`src/rtl/ocdsc_regs.vh`:
```
// Purpose: Constants for the opcode decoder and state accounting block
// Assumes: Included by bare name from rtl/
// Notes: Definitions only
`ifndef OCDSC_REGS_VH
`define OCDSC_REGS_VH

// ****************************************
// Opcode fields
// ****************************************
`define OCDSC_OP_HI 15
`define OCDSC_OP_LO 8
`define OCDSC_SPLIT_BIT 7

// ****************************************
// Decode groups
// ****************************************
`define OCDSC_GRP_W 5
`define OCDSC_GRP_OTHER 5'h00
`define OCDSC_GRP_MOVE 5'h01
`define OCDSC_GRP_EPMOVE_FROM 5'h02
`define OCDSC_GRP_EPMOVE_TO 5'h03
`define OCDSC_GRP_BRA 5'h04
`define OCDSC_GRP_BRN 5'h05
`define OCDSC_GRP_BCC 5'h06
`define OCDSC_GRP_BCS 5'h07
`define OCDSC_GRP_BCOND 5'h08
`define OCDSC_GRP_ARITH 5'h09
`define OCDSC_GRP_BIT 5'h0a
`define OCDSC_GRP_JUMP 5'h0b
`define OCDSC_GRP_NOP 5'h0c

// ****************************************
// Primary opcodes
// ****************************************
`define OCDSC_OP_NOP 8'h00
`define OCDSC_OP_BRA 8'h40
`define OCDSC_OP_BRN 8'h41
`define OCDSC_OP_BCC 8'h44
`define OCDSC_OP_BCS 8'h45
`define OCDSC_OP_MOVD 8'h6a
`define OCDSC_EP_SEL_HI 7
`define OCDSC_EP_SEL_LO 4
`define OCDSC_EP_FROM 4'h4
`define OCDSC_EP_TO 4'hc

// ****************************************
// Per-cycle state costs
// ****************************************
`define OCDSC_CNT_W 4
`define OCDSC_WAIT_W 4
`define OCDSC_COST_W 8
`define OCDSC_TOT_W 12
`define OCDSC_S_ONCHIP 8'h02
`define OCDSC_S_REG_BYTE 8'h03
`define OCDSC_S_REG_WORD 8'h06
`define OCDSC_S_EXT_BYTE 8'h03
`define OCDSC_S_EXT_WORD 8'h06
`define OCDSC_S_ECLK_MIN 8'h09
`define OCDSC_S_ECLK_MAX 8'h10

// Access location codes
`define OCDSC_LOC_ONCHIP 2'h0
`define OCDSC_LOC_REG 2'h1
`define OCDSC_LOC_EXT 2'h2

`endif

```
`src/rtl/ocdsc_top.v`:
```
// Purpose: Primary opcode decode and execution state accounting
// Assumes: Cycle counts per instruction come from the sequencer's table
// Notes: Outputs registered; results valid one edge after the request
`timescale 1ns/100ps
`include "ocdsc_regs.vh"

module ocdsc_top (
  input wire sys_clk_i,
  input wire rst_b_i,
  input wire instr_valid_i,
  input wire [15:0] instr_word_i,
  input wire [15:0] instr_word2_i,
  input wire [`OCDSC_CNT_W-1:0] cnt_fetch_i,
  input wire [`OCDSC_CNT_W-1:0] cnt_vector_i,
  input wire [`OCDSC_CNT_W-1:0] cnt_stack_i,
  input wire [`OCDSC_CNT_W-1:0] cnt_byte_i,
  input wire [`OCDSC_CNT_W-1:0] cnt_word_i,
  input wire [`OCDSC_CNT_W-1:0] cnt_internal_i,
  input wire [1:0] loc_fetch_i,
  input wire [1:0] loc_vector_i,
  input wire [1:0] loc_stack_i,
  input wire [1:0] loc_data_i,
  input wire [`OCDSC_WAIT_W-1:0] wait_states_i,
  input wire [`OCDSC_COST_W-1:0] eclk_states_i,
  output reg result_valid_o,
  output reg [`OCDSC_GRP_W-1:0] group_o,
  output reg [7:0] primary_op_o,
  output reg split_bit_o,
  output reg [`OCDSC_CNT_W-1:0] cnt_fetch_o,
  output reg [`OCDSC_CNT_W-1:0] cnt_vector_o,
  output reg [`OCDSC_CNT_W-1:0] cnt_stack_o,
  output reg [`OCDSC_CNT_W-1:0] cnt_byte_o,
  output reg [`OCDSC_CNT_W-1:0] cnt_word_o,
  output reg [`OCDSC_CNT_W-1:0] cnt_internal_o,
  output reg [`OCDSC_TOT_W-1:0] exec_states_o
);

  // ****************************************
  // Decode
  // ****************************************
  wire [7:0] op_hi;
  wire split;
  reg [`OCDSC_GRP_W-1:0] grp_next;
  reg is_eclk;

  assign op_hi = instr_word_i[`OCDSC_OP_HI:`OCDSC_OP_LO];
  assign split = instr_word_i[`OCDSC_SPLIT_BIT];

  // Peripheral moves share bits 15..8 with moves, so bits 7..4 must decide
  function ep_match;
    input [15:0] word;
    input [3:0] code;
    begin
      ep_match = (word[`OCDSC_OP_HI:`OCDSC_OP_LO] == `OCDSC_OP_MOVD) &&
                 (word[`OCDSC_EP_SEL_HI:`OCDSC_EP_SEL_LO] == code);
    end
  endfunction

  always @* begin
    grp_next = `OCDSC_GRP_OTHER;
    is_eclk = 1'b0;
    case (op_hi[7:4])
      4'h0: begin
        grp_next = (op_hi == `OCDSC_OP_NOP) ? `OCDSC_GRP_NOP : `OCDSC_GRP_ARITH;
        if (op_hi[3:0] == 4'hc || op_hi[3:0] == 4'hd)
          grp_next = `OCDSC_GRP_MOVE;
      end
      4'h2, 4'h3, 4'hf: begin
        grp_next = `OCDSC_GRP_MOVE;
      end
      4'h4: begin
        // Aliases share machine code, so only the base names exist here
        case (op_hi)
          `OCDSC_OP_BRA: grp_next = `OCDSC_GRP_BRA;
          `OCDSC_OP_BRN: grp_next = `OCDSC_GRP_BRN;
          `OCDSC_OP_BCC: grp_next = `OCDSC_GRP_BCC;
          `OCDSC_OP_BCS: grp_next = `OCDSC_GRP_BCS;
          default: grp_next = `OCDSC_GRP_BCOND;
        endcase
      end
      4'h5: begin
        grp_next = `OCDSC_GRP_JUMP;
      end
      4'h6: begin
        grp_next = op_hi[3] ? `OCDSC_GRP_MOVE : `OCDSC_GRP_BIT;
        // Push and pop arrive here as plain moves
        if (op_hi[3]) grp_next = `OCDSC_GRP_MOVE;
        if (ep_match(instr_word_i, `OCDSC_EP_FROM)) begin
          grp_next = `OCDSC_GRP_EPMOVE_FROM;
          is_eclk = 1'b1;
        end
        if (ep_match(instr_word_i, `OCDSC_EP_TO)) begin
          grp_next = `OCDSC_GRP_EPMOVE_TO;
          is_eclk = 1'b1;
        end
      end
      4'h7: begin
        grp_next = (op_hi[3:0] >= 4'h8 && op_hi[3:0] <= 4'ha) ?
                   `OCDSC_GRP_MOVE : `OCDSC_GRP_BIT;
      end
      default: begin
        grp_next = `OCDSC_GRP_ARITH;
      end
    endcase
  end

  // ****************************************
  // State costs
  // ****************************************
  wire [`OCDSC_COST_W-1:0] s_fetch;
  wire [`OCDSC_COST_W-1:0] s_vector;
  wire [`OCDSC_COST_W-1:0] s_stack;
  wire [`OCDSC_COST_W-1:0] s_byte;
  wire [`OCDSC_COST_W-1:0] s_word;
  wire [`OCDSC_COST_W-1:0] s_internal;

  // Fetch and stack are word cycles; the bus reports its wait count
  ocdsc_cost u_cost_fetch (
    .loc_i(loc_fetch_i),
    .word_i(1'b1),
    .eclk_i(1'b0),
    .wait_i(wait_states_i),
    .eclk_states_i(eclk_states_i),
    .cost_o(s_fetch)
  );

  ocdsc_cost u_cost_vector (
    .loc_i(loc_vector_i),
    .word_i(1'b1),
    .eclk_i(1'b0),
    .wait_i(wait_states_i),
    .eclk_states_i(eclk_states_i),
    .cost_o(s_vector)
  );

  ocdsc_cost u_cost_stack (
    .loc_i(loc_stack_i),
    .word_i(1'b1),
    .eclk_i(1'b0),
    .wait_i(wait_states_i),
    .eclk_states_i(eclk_states_i),
    .cost_o(s_stack)
  );

  ocdsc_cost u_cost_byte (
    .loc_i(loc_data_i),
    .word_i(1'b0),
    .eclk_i(is_eclk),
    .wait_i(wait_states_i),
    .eclk_states_i(eclk_states_i),
    .cost_o(s_byte)
  );

  ocdsc_cost u_cost_word (
    .loc_i(loc_data_i),
    .word_i(1'b1),
    .eclk_i(1'b0),
    .wait_i(wait_states_i),
    .eclk_states_i(eclk_states_i),
    .cost_o(s_word)
  );

  // Internal operations never leave the core
  assign s_internal = `OCDSC_S_ONCHIP;

  function [`OCDSC_TOT_W-1:0] mul_cost;
    input [`OCDSC_CNT_W-1:0] cnt;
    input [`OCDSC_COST_W-1:0] cost;
    begin
      mul_cost = {{(`OCDSC_TOT_W-`OCDSC_CNT_W){1'b0}}, cnt} *
                 {{(`OCDSC_TOT_W-`OCDSC_COST_W){1'b0}}, cost};
    end
  endfunction

  wire [`OCDSC_TOT_W-1:0] total_next;

  assign total_next = mul_cost(cnt_fetch_i, s_fetch) + mul_cost(cnt_vector_i, s_vector) +
                      mul_cost(cnt_stack_i, s_stack) + mul_cost(cnt_byte_i, s_byte) +
                      mul_cost(cnt_word_i, s_word) +
                      mul_cost(cnt_internal_i, s_internal);

  // ****************************************
  // Output registers
  // ****************************************
  always @(posedge sys_clk_i or negedge rst_b_i) begin
    if (!rst_b_i) begin
      result_valid_o <= 1'b0;
      group_o <= `OCDSC_GRP_OTHER;
      primary_op_o <= 8'h00;
      split_bit_o <= 1'b0;
      cnt_fetch_o <= 4'h0;
      cnt_vector_o <= 4'h0;
      cnt_stack_o <= 4'h0;
      cnt_byte_o <= 4'h0;
      cnt_word_o <= 4'h0;
      cnt_internal_o <= 4'h0;
      exec_states_o <= 12'h000;
    end else begin
      result_valid_o <= instr_valid_i;
      if (instr_valid_i) begin
        group_o <= grp_next;
        primary_op_o <= op_hi;
        split_bit_o <= split;
        cnt_fetch_o <= cnt_fetch_i;
        cnt_vector_o <= cnt_vector_i;
        cnt_stack_o <= cnt_stack_i;
        cnt_byte_o <= cnt_byte_i;
        cnt_word_o <= cnt_word_i;
        cnt_internal_o <= cnt_internal_i;
        exec_states_o <= total_next;
      end
    end
  end

endmodule

```
`src/rtl/ocdsc_cost.v`:
```
// Purpose: States taken by one cycle of a given type and location
// Assumes: Wait count valid for external cycles only
// Notes: Purely combinational
`timescale 1ns/100ps
`include "ocdsc_regs.vh"

module ocdsc_cost (
  input wire [1:0] loc_i,
  input wire word_i,
  input wire eclk_i,
  input wire [`OCDSC_WAIT_W-1:0] wait_i,
  input wire [`OCDSC_COST_W-1:0] eclk_states_i,
  output reg [`OCDSC_COST_W-1:0] cost_o
);

  wire [`OCDSC_COST_W-1:0] wait_ext;

  assign wait_ext = {{(`OCDSC_COST_W-`OCDSC_WAIT_W){1'b0}}, wait_i};

  always @* begin
    cost_o = `OCDSC_S_ONCHIP;
    case (loc_i)
      `OCDSC_LOC_REG: begin
        cost_o = word_i ? `OCDSC_S_REG_WORD : `OCDSC_S_REG_BYTE;
      end
      `OCDSC_LOC_EXT: begin
        if (eclk_i && !word_i) begin
          // Clamp so a bad alignment report cannot leave the legal window
          if (eclk_states_i < `OCDSC_S_ECLK_MIN)
            cost_o = `OCDSC_S_ECLK_MIN;
          else if (eclk_states_i > `OCDSC_S_ECLK_MAX)
            cost_o = `OCDSC_S_ECLK_MAX;
          else
            cost_o = eclk_states_i;
        end else if (word_i) begin
          cost_o = `OCDSC_S_EXT_WORD + (wait_ext << 1);
        end else begin
          cost_o = `OCDSC_S_EXT_BYTE + wait_ext;
        end
      end
      default: begin
        cost_o = `OCDSC_S_ONCHIP;
      end
    endcase
  end

endmodule

```
`config.mk`:
```
export PLATFORM = sky130hd
export DESIGN_NAME = ocdsc_top
export DESIGN_NICKNAME = d
export VERILOG_FILES = /design/src/rtl/ocdsc_top.v /design/src/rtl/ocdsc_cost.v
export VERILOG_INCLUDE_DIRS = /design/src /design/src/rtl
export SDC_FILE = /design/constraint.sdc
export NUM_CORES = 1
export LEC_CHECK = 0
export ABC_CLOCK_PERIOD_IN_PS = 900
export BUFFER_PORTS_ARGS = -buffer_cell sky130_fd_sc_hd__buf_4
export CAP_MARGIN = 20
export CORE_UTILIZATION = 39
export DETAILED_ROUTE_END_ITERATION = 8
export SYNTH_ARGS = -nofsm -noshare
export SYNTH_HDL_FRONTEND = slang
export SYNTH_SLANG_ARGS = --single-unit
```
`constraint.sdc`:
```
create_clock -name sys_clk_i -period 0.9 [get_ports sys_clk_i]
set_input_delay 0.18 -clock sys_clk_i [delete_from_list [all_inputs] [get_ports sys_clk_i]]
set_output_delay 0.18 -clock sys_clk_i [all_outputs]
set_load 0.02 [all_outputs]
```
==> key figures, run 1 <==
Status
  • Run status: complete, but fails checks
  • Failing checks: negative setup slack

Routing
  • Vias per cell: 4.94
  • # DRC: 0
  • Routed WL: 18200 um
  • Pre-antenna DRT Iters: 4
  • Post-route ant nets: 0
  • Via count: roughly 5.3k
  • WL per Instance: 16.9 um
  • First DRT Iteration DRCs: 219

Die
  • Initial core utilization: 0.405
  • Die H: 128 um
  • Ports: 130
  • Die area: 0.0165 mm2
  • Row cnt: 45
  • Die X: 128 um
  • Core box area: 0.0154 mm2

Worst setup path
  • Reg2reg start: exec_states_o[1]
  • R2r setup slk: -0.01 ns
  • WP depth: 23
  • CP max-delay cell: fa_1
  • Crit path top cell by count: fa_1
  • CP endpoint kind: flip-flop
  • Critical Path End: exec_states_o[10]
  • Worst flop-to-flop path endpoint: exec_states_o[1]
  • Critical path startpoint: eclk_states_i[1]
  • Req. time, crit path: 1.09 ns
  • CP peak stage delay: slightly below 0.6 ns
  • Worst path arrival time: between 6 and 7 ns
  • Crit path max fanout: 4
  • R2r worst-path depth: 2
  • Worst path bufs/invs: 5
  • Crit path launch type: input pin
  • Crit path cell chain: buf_8, nor4_4, mux2i_1, or4_4, o22ai_4, buf_4, nand3_2, fa_1, fa_1, inv_1, fa_1, fa_1, fa_1, fa_1, inv_2, fa_2, inv_2, ha_4, a211oi_4, o211ai_1, o211ai_1, xnor2_1, mux2_4
  • CP Class: input pin to flip-flop
  • Top cell family by delay on the critical path: adder cells

CTS
  • TritonCTS Buffers: 5
  • Sinks on Clock Net: 50
  • CTS clk-pin slew, worst paths: ~0.080 ns
  • CTS max path bufs: 2
  • Clk root buf: clkbuf_16
  • H-tree levels: 2
  • Clk_lat worst skew: 0.30 ns
  • CTS tree: done

Synthesis
  • Sequential share of the synthesized area: 0.201
  • Main flop type after synthesis: dfrtp_1
  • Synth top area cells: fa_1, dfrtp_1, ha_1
  • Cells after Synth: 611
  • YS warnings: 0
  • Register bit total from synthesis: 50
  • Mean Syn Cell Area: 10.2 um2
  • Share of the synthesized area in the top cell type: 0.302
  • Area leader, netlist: fa_1
  • Post-synth EDFFs: 0
  • Synth Cell Area: 0.00622 mm2
  • Top-count cell post-synth: inv_1
  • Post-synth ARST share: 1.00
  • Synth top cells by count: inv_1, fa_1, ha_1, dfrtp_1
  • Unique cell type count in the Yosys netlist: 50

Placement
  • Cells after DPL: 1011
  • Placer congestion estimate: 0.879
  • Cell Area, Placed: 0.00812 mm2
  • DP Wirelength: 13300 um
  • Port Buf Inserts: around 110

Timing
  • Setup violations, final: 65
  • Skew final: 0 ns
  • Tmin final: approximately 6.2 ns
  • Slew Limit Fails: 0
  • Setup TNS: -61.87 ns
  • Final worst setup slack: -5.31 ns
  • Crit share post-route: 6.90
  • RSZ-0062 raised after global routing: yes
  • Max Freq: 161 MHz
  • Final Hold Viols: 0

Power
  • LEAKAGE: 4.61 nW
  • Power density cells: roughly 2800 mW/mm2
  • Pwr Total: 0.0262 W
  • Maximum VDD drop: 4250 uV

GRT
  • Total track usage: 0.234
  • Largest net degree at the start of global routing: 51
  • Initial antenna violation count: 0
  • First-pass GRT wire length: 29600 um
  • Total grt overflow: 0
  • Number of global-route vias before repair: 5863

Cells and area
  • Ant diodes: 0
  • Design Area, Final: 0.00933 mm2
  • Non-filler cells, final: 1081
  • Area grow syn2layout: 50.0%
  • FF+latch area: 0.00125 mm2
  • Multi-input gate area: 0.00492 mm2
  • Fillers: 1276
  • Total Nets Final: approximately 1.1k
  • Share of cells above drive strength 1: 0.434

Run
  • Max-cap violations: 0

Hold path
  • Worst Hold Class: input pin to flip-flop
-- worst register-to-register path, cell delays in order (launching register included) --
cell and delay, ns:
dfrtp_1 0.41, buf_4 0.14, mux2_4 0.26
-- stage by stage --
stage,hold slack (ns),setup WS [ns],utilization
after global routing,0.113,-5.48,0.607
after detailed placement,0.181,-5.52,0.528
after CTS,0.110,-5.13,0.591
after global placement,0.178,-5.50,0.528
final,0.117,-5.31,0.607
after floorplan,-0.116,-5.01,-
-- per-layer routing --
layer / global-route usage / routed length (um)
met5: 0 / 0
met1: 0.304 / 7710
met4: 0.0893 / 607
met3: 0.0371 / 916
met2: 0.391 / 8990
-- flip-flops by register name, summed over array words and instances, names as in the netlist --
signal / count
cnt_fetch_o: 4
cnt_byte_o: 4
cnt_internal_o: 4
cnt_word_o: 4
primary_op_o: 8
cnt_stack_o: 4
group_o: 4
split_bit_o: 1
cnt_vector_o: 4
result_valid_o: 1
exec_states_o: 12
-- layout make-up --
class,instances,share of cell area
Tap cell,211,0.0283
Sequential cell,50,0.134
Inverter,134,0.0539
Multi-Input combinational cell,425,0.527
Clock inverter,3,0.00308
Clock buffer,5,0.0134
Timing Repair Buffer,253,0.240
-- cell usage in the layout (no fill, tap or decap), drive strengths merged, types with 13 or more instances in the layout --
master / netlist / final
ha: 58 / 58
dfrtp: 50 / 50
nor2: 13 / 13
nor2b: 15 / 15
conb: 2 / 13
buf: 5 / 252
mux2: 42 / 42
and3: 24 / 24
a21oi: 13 / 13
nand2: 27 / 27
and2: 42 / 42
fa: 94 / 94
inv: 134 / 135
-- where the power goes --
part           internal [W]  switching, W
registers           0.00276      0.000323
logic                0.0111       0.00989
clock network       0.00107       0.00102
total                0.0150        0.0112
-- worst min path at each step --
stage,to,cells past startpoint,start,slack (ns)
floorplan,cnt_byte_o[0],0,rst_b_i,-0.12
global placement,cnt_stack_o[3],2,rst_b_i,0.18
detailed placement,cnt_stack_o[3],2,rst_b_i,0.18
CTS,split_bit_o,2,instr_word_i[7],0.11
global route,split_bit_o,2,instr_word_i[7],0.11
finish,split_bit_o,2,instr_word_i[7],0.12
-- timing repair --
item | 4_1_cts | 5_1_grt
gates cloned | 1 | 0
hold buffers | 1 | 0
endpoints found under the hold margin | 50 | 0
buffers inserted | 55 | 8
pin swaps | 18 | 20
setup endpoints to repair | 64 | 71
gates resized for setup | 94 | 48
-- kinds of logic (layout without fill, tap and decap cells) --
group	Yosys count	count (layout)	synth area share
AND/OR/NAND/NOR	153	154	0.139
adder cells (fa/ha/maj)	152	152	0.419
buffers and inverters	148	395	0.0913
AO/OA/AOI/OAI	52	52	0.0555
flip-flops	50	50	0.201
multiplexers	43	43	0.0776
XOR/XNOR	11	11	0.0155
other	2	13	0.00121
No activity file was read; power rests on OpenSTA's default activity.
==> inputs of run 2 (changes only) <==
Settings changed: BUFFER_PORTS_ARGS -buffer_cell sky130_fd_sc_hd__buf_4 to not set, DONT_BUFFER_PORTS set to 1.
==> run 2 against run 1 <==
  * The run ends with negative hold slack, negative setup slack left
  * Core utilization shrank 8.2 points
  * Clock power shrank 7%
  * Power rose by 0.81%
  * Final area shrank 14%
  * First-iteration DRC count down 40%
  * Critical endpoint unchanged
==> key figures, run 2 (synthesis gave the netlist of run 1 again) <==
Cells and area
  • Non-filler cells, final: 943
  • Finished Core Util: 0.525
  • Top flop regs: exec_states_o x12, primary_op_o x8
  • Fillers: 1373
  • Most frequent cells in the layout: inv_1, fa_1, buf_4
  • Ant diodes: 0
  • Largest register by flop count: exec_states_o
  • Max reg flops: 12
  • Share of cells above drive strength 1: 0.318
  • Total Nets Final: slightly below 1k
  • Area grow syn2layout: 29.6%
  • Commonest non-fill, non-tap cell in the layout: inv_1

Timing
  • Final worst setup slack: -5.05 ns
  • RSZ-0062 raised after global routing: yes
  • Slew Limit Fails: 0
  • Setup violations, final: 62
  • Tmin final: slightly below 6 ns
  • Skew final: 0 ns
  • Max Freq: 168 MHz
  • Setup TNS: -53.88 ns
  • Final hold slack: -0.434 ns
  • Final Hold Viols: 50
  • Crit share post-route: 6.61

Worst setup path
  • Req. time, crit path: 1.09 ns
  • Worst path arrival time: about 6.1 ns
  • R2r setup slk: 0 ns
  • Crit path max fanout: 3
  • CP Class: input pin to flip-flop
  • CP endpoint kind: flip-flop
  • Crit path launch type: input pin
  • R2r worst-path depth: 2

GRT
  • First-pass GRT wire length: approximately 26000 um
  • Gr busiest metal: met2
  • Met1 Resource Use GR: 0.264
  • Grt met2 use: 0.358
  • Total grt overflow: 0
  • Largest net degree at the start of global routing: approximately 50
  • Total track usage: 0.207
  • Number of global-route vias before repair: 5151
  • Initial antenna violation count: 0
  • Met3 Use GR: 0.0355

Placement
  • DP Wirelength: between 10000 and 15000 um
  • Pre-CTS WS: -5.40 ns
  • Placer congestion estimate: slightly below 0.9
  • Port Buf Inserts: 0
  • Cells after DPL: 920

CTS
  • CTS max path bufs: 2
  • Clk_lat worst skew: 0.31 ns
  • Sinks on Clock Net: 50
  • CTS clk-pin slew, worst paths: 0.07 ns
  • TritonCTS Buffers: 5
  • Clk root buf: clkbuf_16
  • CTS tree: done
  • Post-cts hold buffer count: 1
  • H-tree levels: 2

Die
  • Initial core utilization: 0.405
  • Die H: 128 um
  • Die area: between 0.015 and 0.02 mm2
  • Row cnt: 45
  • Ports: 130
  • Die X: ~130 um
  • Core box area: 0.0154 mm2

Routing
  • Post-route ant nets: 0
  • WL per Instance: 16.8 um
  • Routed WL: 15900 um
  • # DRC: 0
  • Pre-antenna DRT Iters: 5
  • Via count: about 4.7k
  • First DRT Iteration DRCs: 131
  • Vias per cell: 4.94

Run
  • Max-cap violations: 0

Status
  • Failing checks: negative hold slack, negative setup slack
  • Run status: complete, but fails checks

Power
  • LEAKAGE: about 3.9 nW
  • Maximum VDD drop: 4360 uV
  • Power density cells: roughly 3300 mW/mm2

Hold path
  • Worst Hold Class: input pin to async pin
[run 2: cell types whose count changed in the layout (fill, tap and decap cells not counted), moves of 5 or more]
| cell | previous run | this run |
|---|---|---|
| buf_4 | 169 | 61 |
| mux2_2 | 32 | 37 |
| mux2_4 | 10 | 5 |
| buf_6 | 79 | 54 |
[run 2: report_power, final]
part	switching (W)	internal, W	total [W]
Sequential	0.000314	0.00276	0.00307
Combinational	0.0100	0.0114	0.0214
Clock	0.000931	0.00102	0.00195
[run 2: through the flow]
| step | total power, W | area, um2 |
|---|---|---|
| 2_1_floorplan | 0.0152 | 6500 |
| 3_3_place_gp | 0.0200 | 7400 |
| 3_5_place_dp | 0.0202 | 7400 |
| 4_1_cts | 0.0250 | 7930 |
| 5_1_grt | 0.0287 | 8070 |
| 6_report | 0.0264 | 8070 |
[run 2: area by class of cell]
cell class,instances,area (um2),area share
Inverter,134,503,0.0624
Clock buffer,5,125,0.0155
Sequential cell,50,1250,0.156
Tap cell,211,264,0.0327
Multi-Input combinational cell,425,4830,0.599
Timing Repair Buffer,116,1080,0.133
Clock inverter,2,15.0,0.00186
[run 2: final timing paths]
kind                                   from                 to
max                        eclk_states_i[1]  exec_states_o[10]
min                                 rst_b_i      cnt_byte_o[1]
max reg2reg                  cnt_fetch_o[0]     cnt_fetch_o[0]
min reg2reg                exec_states_o[4]   exec_states_o[4]
max in group asynchronous           rst_b_i         group_o[2]
min in group sys_clk_i        cnt_byte_i[0]      cnt_byte_o[0]
[run 2: what timing repair did]
item                                   CTS  global route
setup endpoints to repair               62            67
setup buffers                            9             6
gates resized for setup                 76            24
pin swaps                               24            20
endpoints found under the hold margin   52            50
cloned                                   1             0
[run 2: critical path, cell delays in order]
cell and delay (ns):
nor4_4 0.29, mux2i_1 0.12, or4_4 0.47, o22ai_4 0.17
nand3_2 0.12, fa_1 0.49, inv_1 0.05, fa_1 0.49
inv_1 0.05, fa_1 0.50, inv_2 0.05, fa_1 0.54
fa_1 0.46, fa_1 0.51, inv_1 0.05, fa_1 0.49
inv_2 0.05, ha_4 0.30, o21ai_4 0.07, o211ai_1 0.17
o211ai_1 0.13, xnor2_1 0.14, mux2_4 0.25
[run 2: routing by layer]
| layer | part of all wire | up-vias |
|---|---|---|
| li1 | - | 2159 |
| met1 | 0.43 | 2346 |
| met2 | 0.50 | 138 |
| met3 | 0.047 | 20 |
| met4 | 0.020 | 0 |
| met5 | 0 | - |
==> inputs of run 3 (changes only) <==
Settings changed: SYNTH_HIERARCHICAL set to 1.
==> run 3 against run 2 <==
  * The flow still finishes with violations (negative hold slack, negative setup slack)
  * Sequential share of layout area fell by 4.0 points
  * Power rose by 19%
  * Non-clock buffer count grew 40
  * Register-to-register slack worse by 0.09 ns
  * Flip-flop and latch count did not move
  * Hold slack gained 0.0079 ns
  * Largest cell class unchanged
==> key figures, run 3 <==
Cells and area
  • Max reg flops: 12
  • Ant diodes: 0
  • Largest register by flop count: exec_states_o
  • Commonest non-fill, non-tap cell in the layout: inv_1
  • Top flop regs: exec_states_o x12, primary_op_o x8
  • Most frequent cells in the layout: inv_1, fa_1, and2_1
  • Area grow syn2layout: 26.3%
  • Share of cells above drive strength 1: 0.239
  • Total Nets Final: 1375

Synthesis
  • Sequential share of the synthesized area: 0.145
  • Main flop type after synthesis: dfrtp_1
  • YS warnings: 6
  • Post-synth EDFFs: 0
  • Mean Syn Cell Area: 9.34 um2
  • Synth top cells by count: inv_1, fa_1, and2_1, nand2_1, ha_1
  • Synth top area cells: fa_1, dfrtp_1, ha_1
  • Area leader, netlist: fa_1
  • Synth Cell Area: ~0.0086 mm2
  • Unique cell type count in the Yosys netlist: 49
  • Cells after Synth: 921
  • Top-count cell post-synth: inv_1
  • Compound-gate portion of the synthesized area: 0.0976
  • Post-synthesis mux area share: 0.0524
  • Post-synth ARST share: 1.00
  • Synth Area in XOR/XNOR: 0.0250
  • Synth Area in Adders: 0.404
  • Largest family of logic cells by synthesized area: adder cells
  • Share of the synthesized area in the top cell type: 0.314
  • Register bit total from synthesis: 50
  • Post-Synth Simple-Gate Area: 0.168

GRT
  • Largest net degree at the start of global routing: 51
  • Number of global-route vias before repair: around 7.2k
  • Total track usage: 0.215
  • First-pass GRT wire length: between 30000 and 40000 um
  • Initial antenna violation count: 0
  • Total grt overflow: 0

Timing
  • Final hold slack: -0.426 ns
  • Skew final: 0 ns
  • Slew margin rel.: 0.550
  • RSZ-0062 raised after global routing: yes
  • Tmin final: 6.45 ns
  • Final Hold Viols: 50
  • Crit share post-route: 7.17
  • Max Freq: 155 MHz
  • Slew Limit Fails: 0
  • Final worst setup slack: -5.55 ns
  • Least-Margin Pin Slew: approximately 0.67 ns
  • Setup violations, final: 63

Worst setup path
  • R2r worst-path depth: 2
  • Crit path launch type: input pin
  • Worst path arrival time: 6.64 ns
  • CP Class: input pin to flip-flop
  • Worst flop-to-flop path endpoint: exec_states_o[8]
  • CP endpoint kind: flip-flop
  • Reg2reg start: exec_states_o[8]
  • Req. time, crit path: 1.09 ns
  • R2r setup slk: -0.09 ns
  • Crit path max fanout: 8

Power
  • Power density cells: 2880 mW/mm2
  • LEAKAGE: 5.30 nW
  • Maximum VDD drop: around 3000 uV
  • Pwr Total: roughly 0.031 W

Hold path
  • Worst Hold Class: input pin to async pin

Routing
  • Pre-antenna DRT Iters: 4
  • First DRT Iteration DRCs: about 220
  • Routed WL: 22700 um
  • # DRC: 0
  • Via count: approximately 6.7k
  • Vias per cell: roughly 5
  • WL per Instance: 16.5 um
  • Post-route ant nets: 0

CTS
  • CTS tree: done
  • H-tree levels: 2
  • Clk_lat worst skew: 0.29 ns
  • Sinks on Clock Net: 50
  • TritonCTS Buffers: 5
  • Post-cts hold buffer count: 2
  • CTS max path bufs: 2
  • CTS clk-pin slew, worst paths: approximately 0.070 ns
  • Clk root buf: clkbuf_16

Status
  • Run status: complete, but fails checks
  • Failing checks: negative hold slack, negative setup slack

Die
  • Die X: 151 um
  • Die area: about 0.023 mm2
  • Die H: 151 um
  • Core box area: 0.0214 mm2
  • Row cnt: 53
  • Ports: 130
  • Initial core utilization: 0.403

Placement
  • Placer congestion estimate: about 0.85
  • Port Buf Inserts: 0
  • DP Wirelength: 18200 um

Run
  • Max-cap violations: 0
[run 3: per-layer routing]
layer / vias up / share of wire / wire length [um] / track usage
met3: 19 / 0.052 / 1180 / 0.0397
met5: - / 0 / 0 / 0
met2: 148 / 0.50 / 11300 / 0.368
li1: 3218 / - / - / -
met4: 0 / 0.013 / 284 / 0.0364
met1: 3332 / 0.44 / 9940 / 0.284
[run 3: kinds of logic (layout without fill, tap and decap cells)]
logic type               after synthesis  count (layout)
buffers and inverters                227             365
XOR/XNOR                              23              23
AO/OA/AOI/OAI                        114             114
adder cells (fa/ha/maj)              197             197
other                                  7              48
multiplexers                          40              40
flip-flops                            50              50
AND/OR/NAND/NOR                      263             263
[run 3: timing repair]
item / CTS / global route
gates resized for setup: 101 / 22
endpoints found under the setup margin: 62 / 66
setup buffers: 17 / 15
cloned: 0 / 0
pin swaps: 55 / 16
hold endpoints to repair: 55 / 50
[run 3: where the power goes]
part	leakage, nW	switching [W]	internal [W]
logic	4.63	0.0121	0.0138
registers	0.582	0.000350	0.00279
clock network	0.0875	0.000911	0.00140
total	5.30	0.0133	0.0180
[run 3: cell type report]
class / instances / area, um2
Fill cell: 1993 / 10500
Timing Repair Buffer: 156 / 1410
Multi-Input combinational cell: 685 / 6920
Clock buffer: 6 / 139
Clock inverter: 2 / 38.8
Tap cell: 275 / 344
Sequential cell: 50 / 1260
Inverter: 201 / 757
[run 3: worst max path at each step]
stage | slack, ns | from | to | depth (start not counted)
floorplan | -5.54 | instr_word_i[14] | exec_states_o[11] | 24
global placement | -5.87 | instr_word_i[8] | exec_states_o[11] | 24
detailed placement | -5.96 | instr_word_i[14] | exec_states_o[11] | 24
CTS | -5.42 | instr_word_i[14] | exec_states_o[11] | 26
global route | -5.74 | instr_word_i[14] | exec_states_o[11] | 26
finish | -5.55 | instr_word_i[14] | exec_states_o[11] | 27
[run 3: critical path, stage by stage]
cell and delay (ns):
nor2b_4 0.11, nand4b_1 0.16, nor2_4 0.06, buf_4 0.13
buf_6 0.12, buf_4 0.12, nor3b_1 0.18, o21bai_1 0.11
a21oi_2 0.22, nand2_1 0.10, fa_1 0.47, fa_1 0.51
inv_1 0.05, fa_1 0.50, fa_2 0.60, fa_1 0.44
fa_1 0.49, inv_1 0.05, fa_1 0.48, inv_2 0.05
ha_4 0.16, fa_2 0.37, a21oi_4 0.21, o21ai_4 0.08
a2111oi_4 0.35, nor4_2 0.06, a221o_1 0.26
[run 3: metrics by stage]
| stage | worst slack [ns] | area (um2) | TNS [ns] | util | cells |
|---|---|---|---|---|---|
| after floorplan | -5.54 | 8870 | -54.30 | - | 962 |
| after global placement | -5.87 | 9960 | -59.01 | 0.467 | 1335 |
| after detailed placement | -5.96 | 9960 | -59.69 | 0.467 | 1335 |
| after CTS | -5.42 | 10700 | -58.46 | 0.501 | 1362 |
| after global routing | -5.74 | 10900 | -63.34 | 0.509 | 1375 |
| final | -5.55 | 10900 | -60.00 | 0.509 | 1375 |
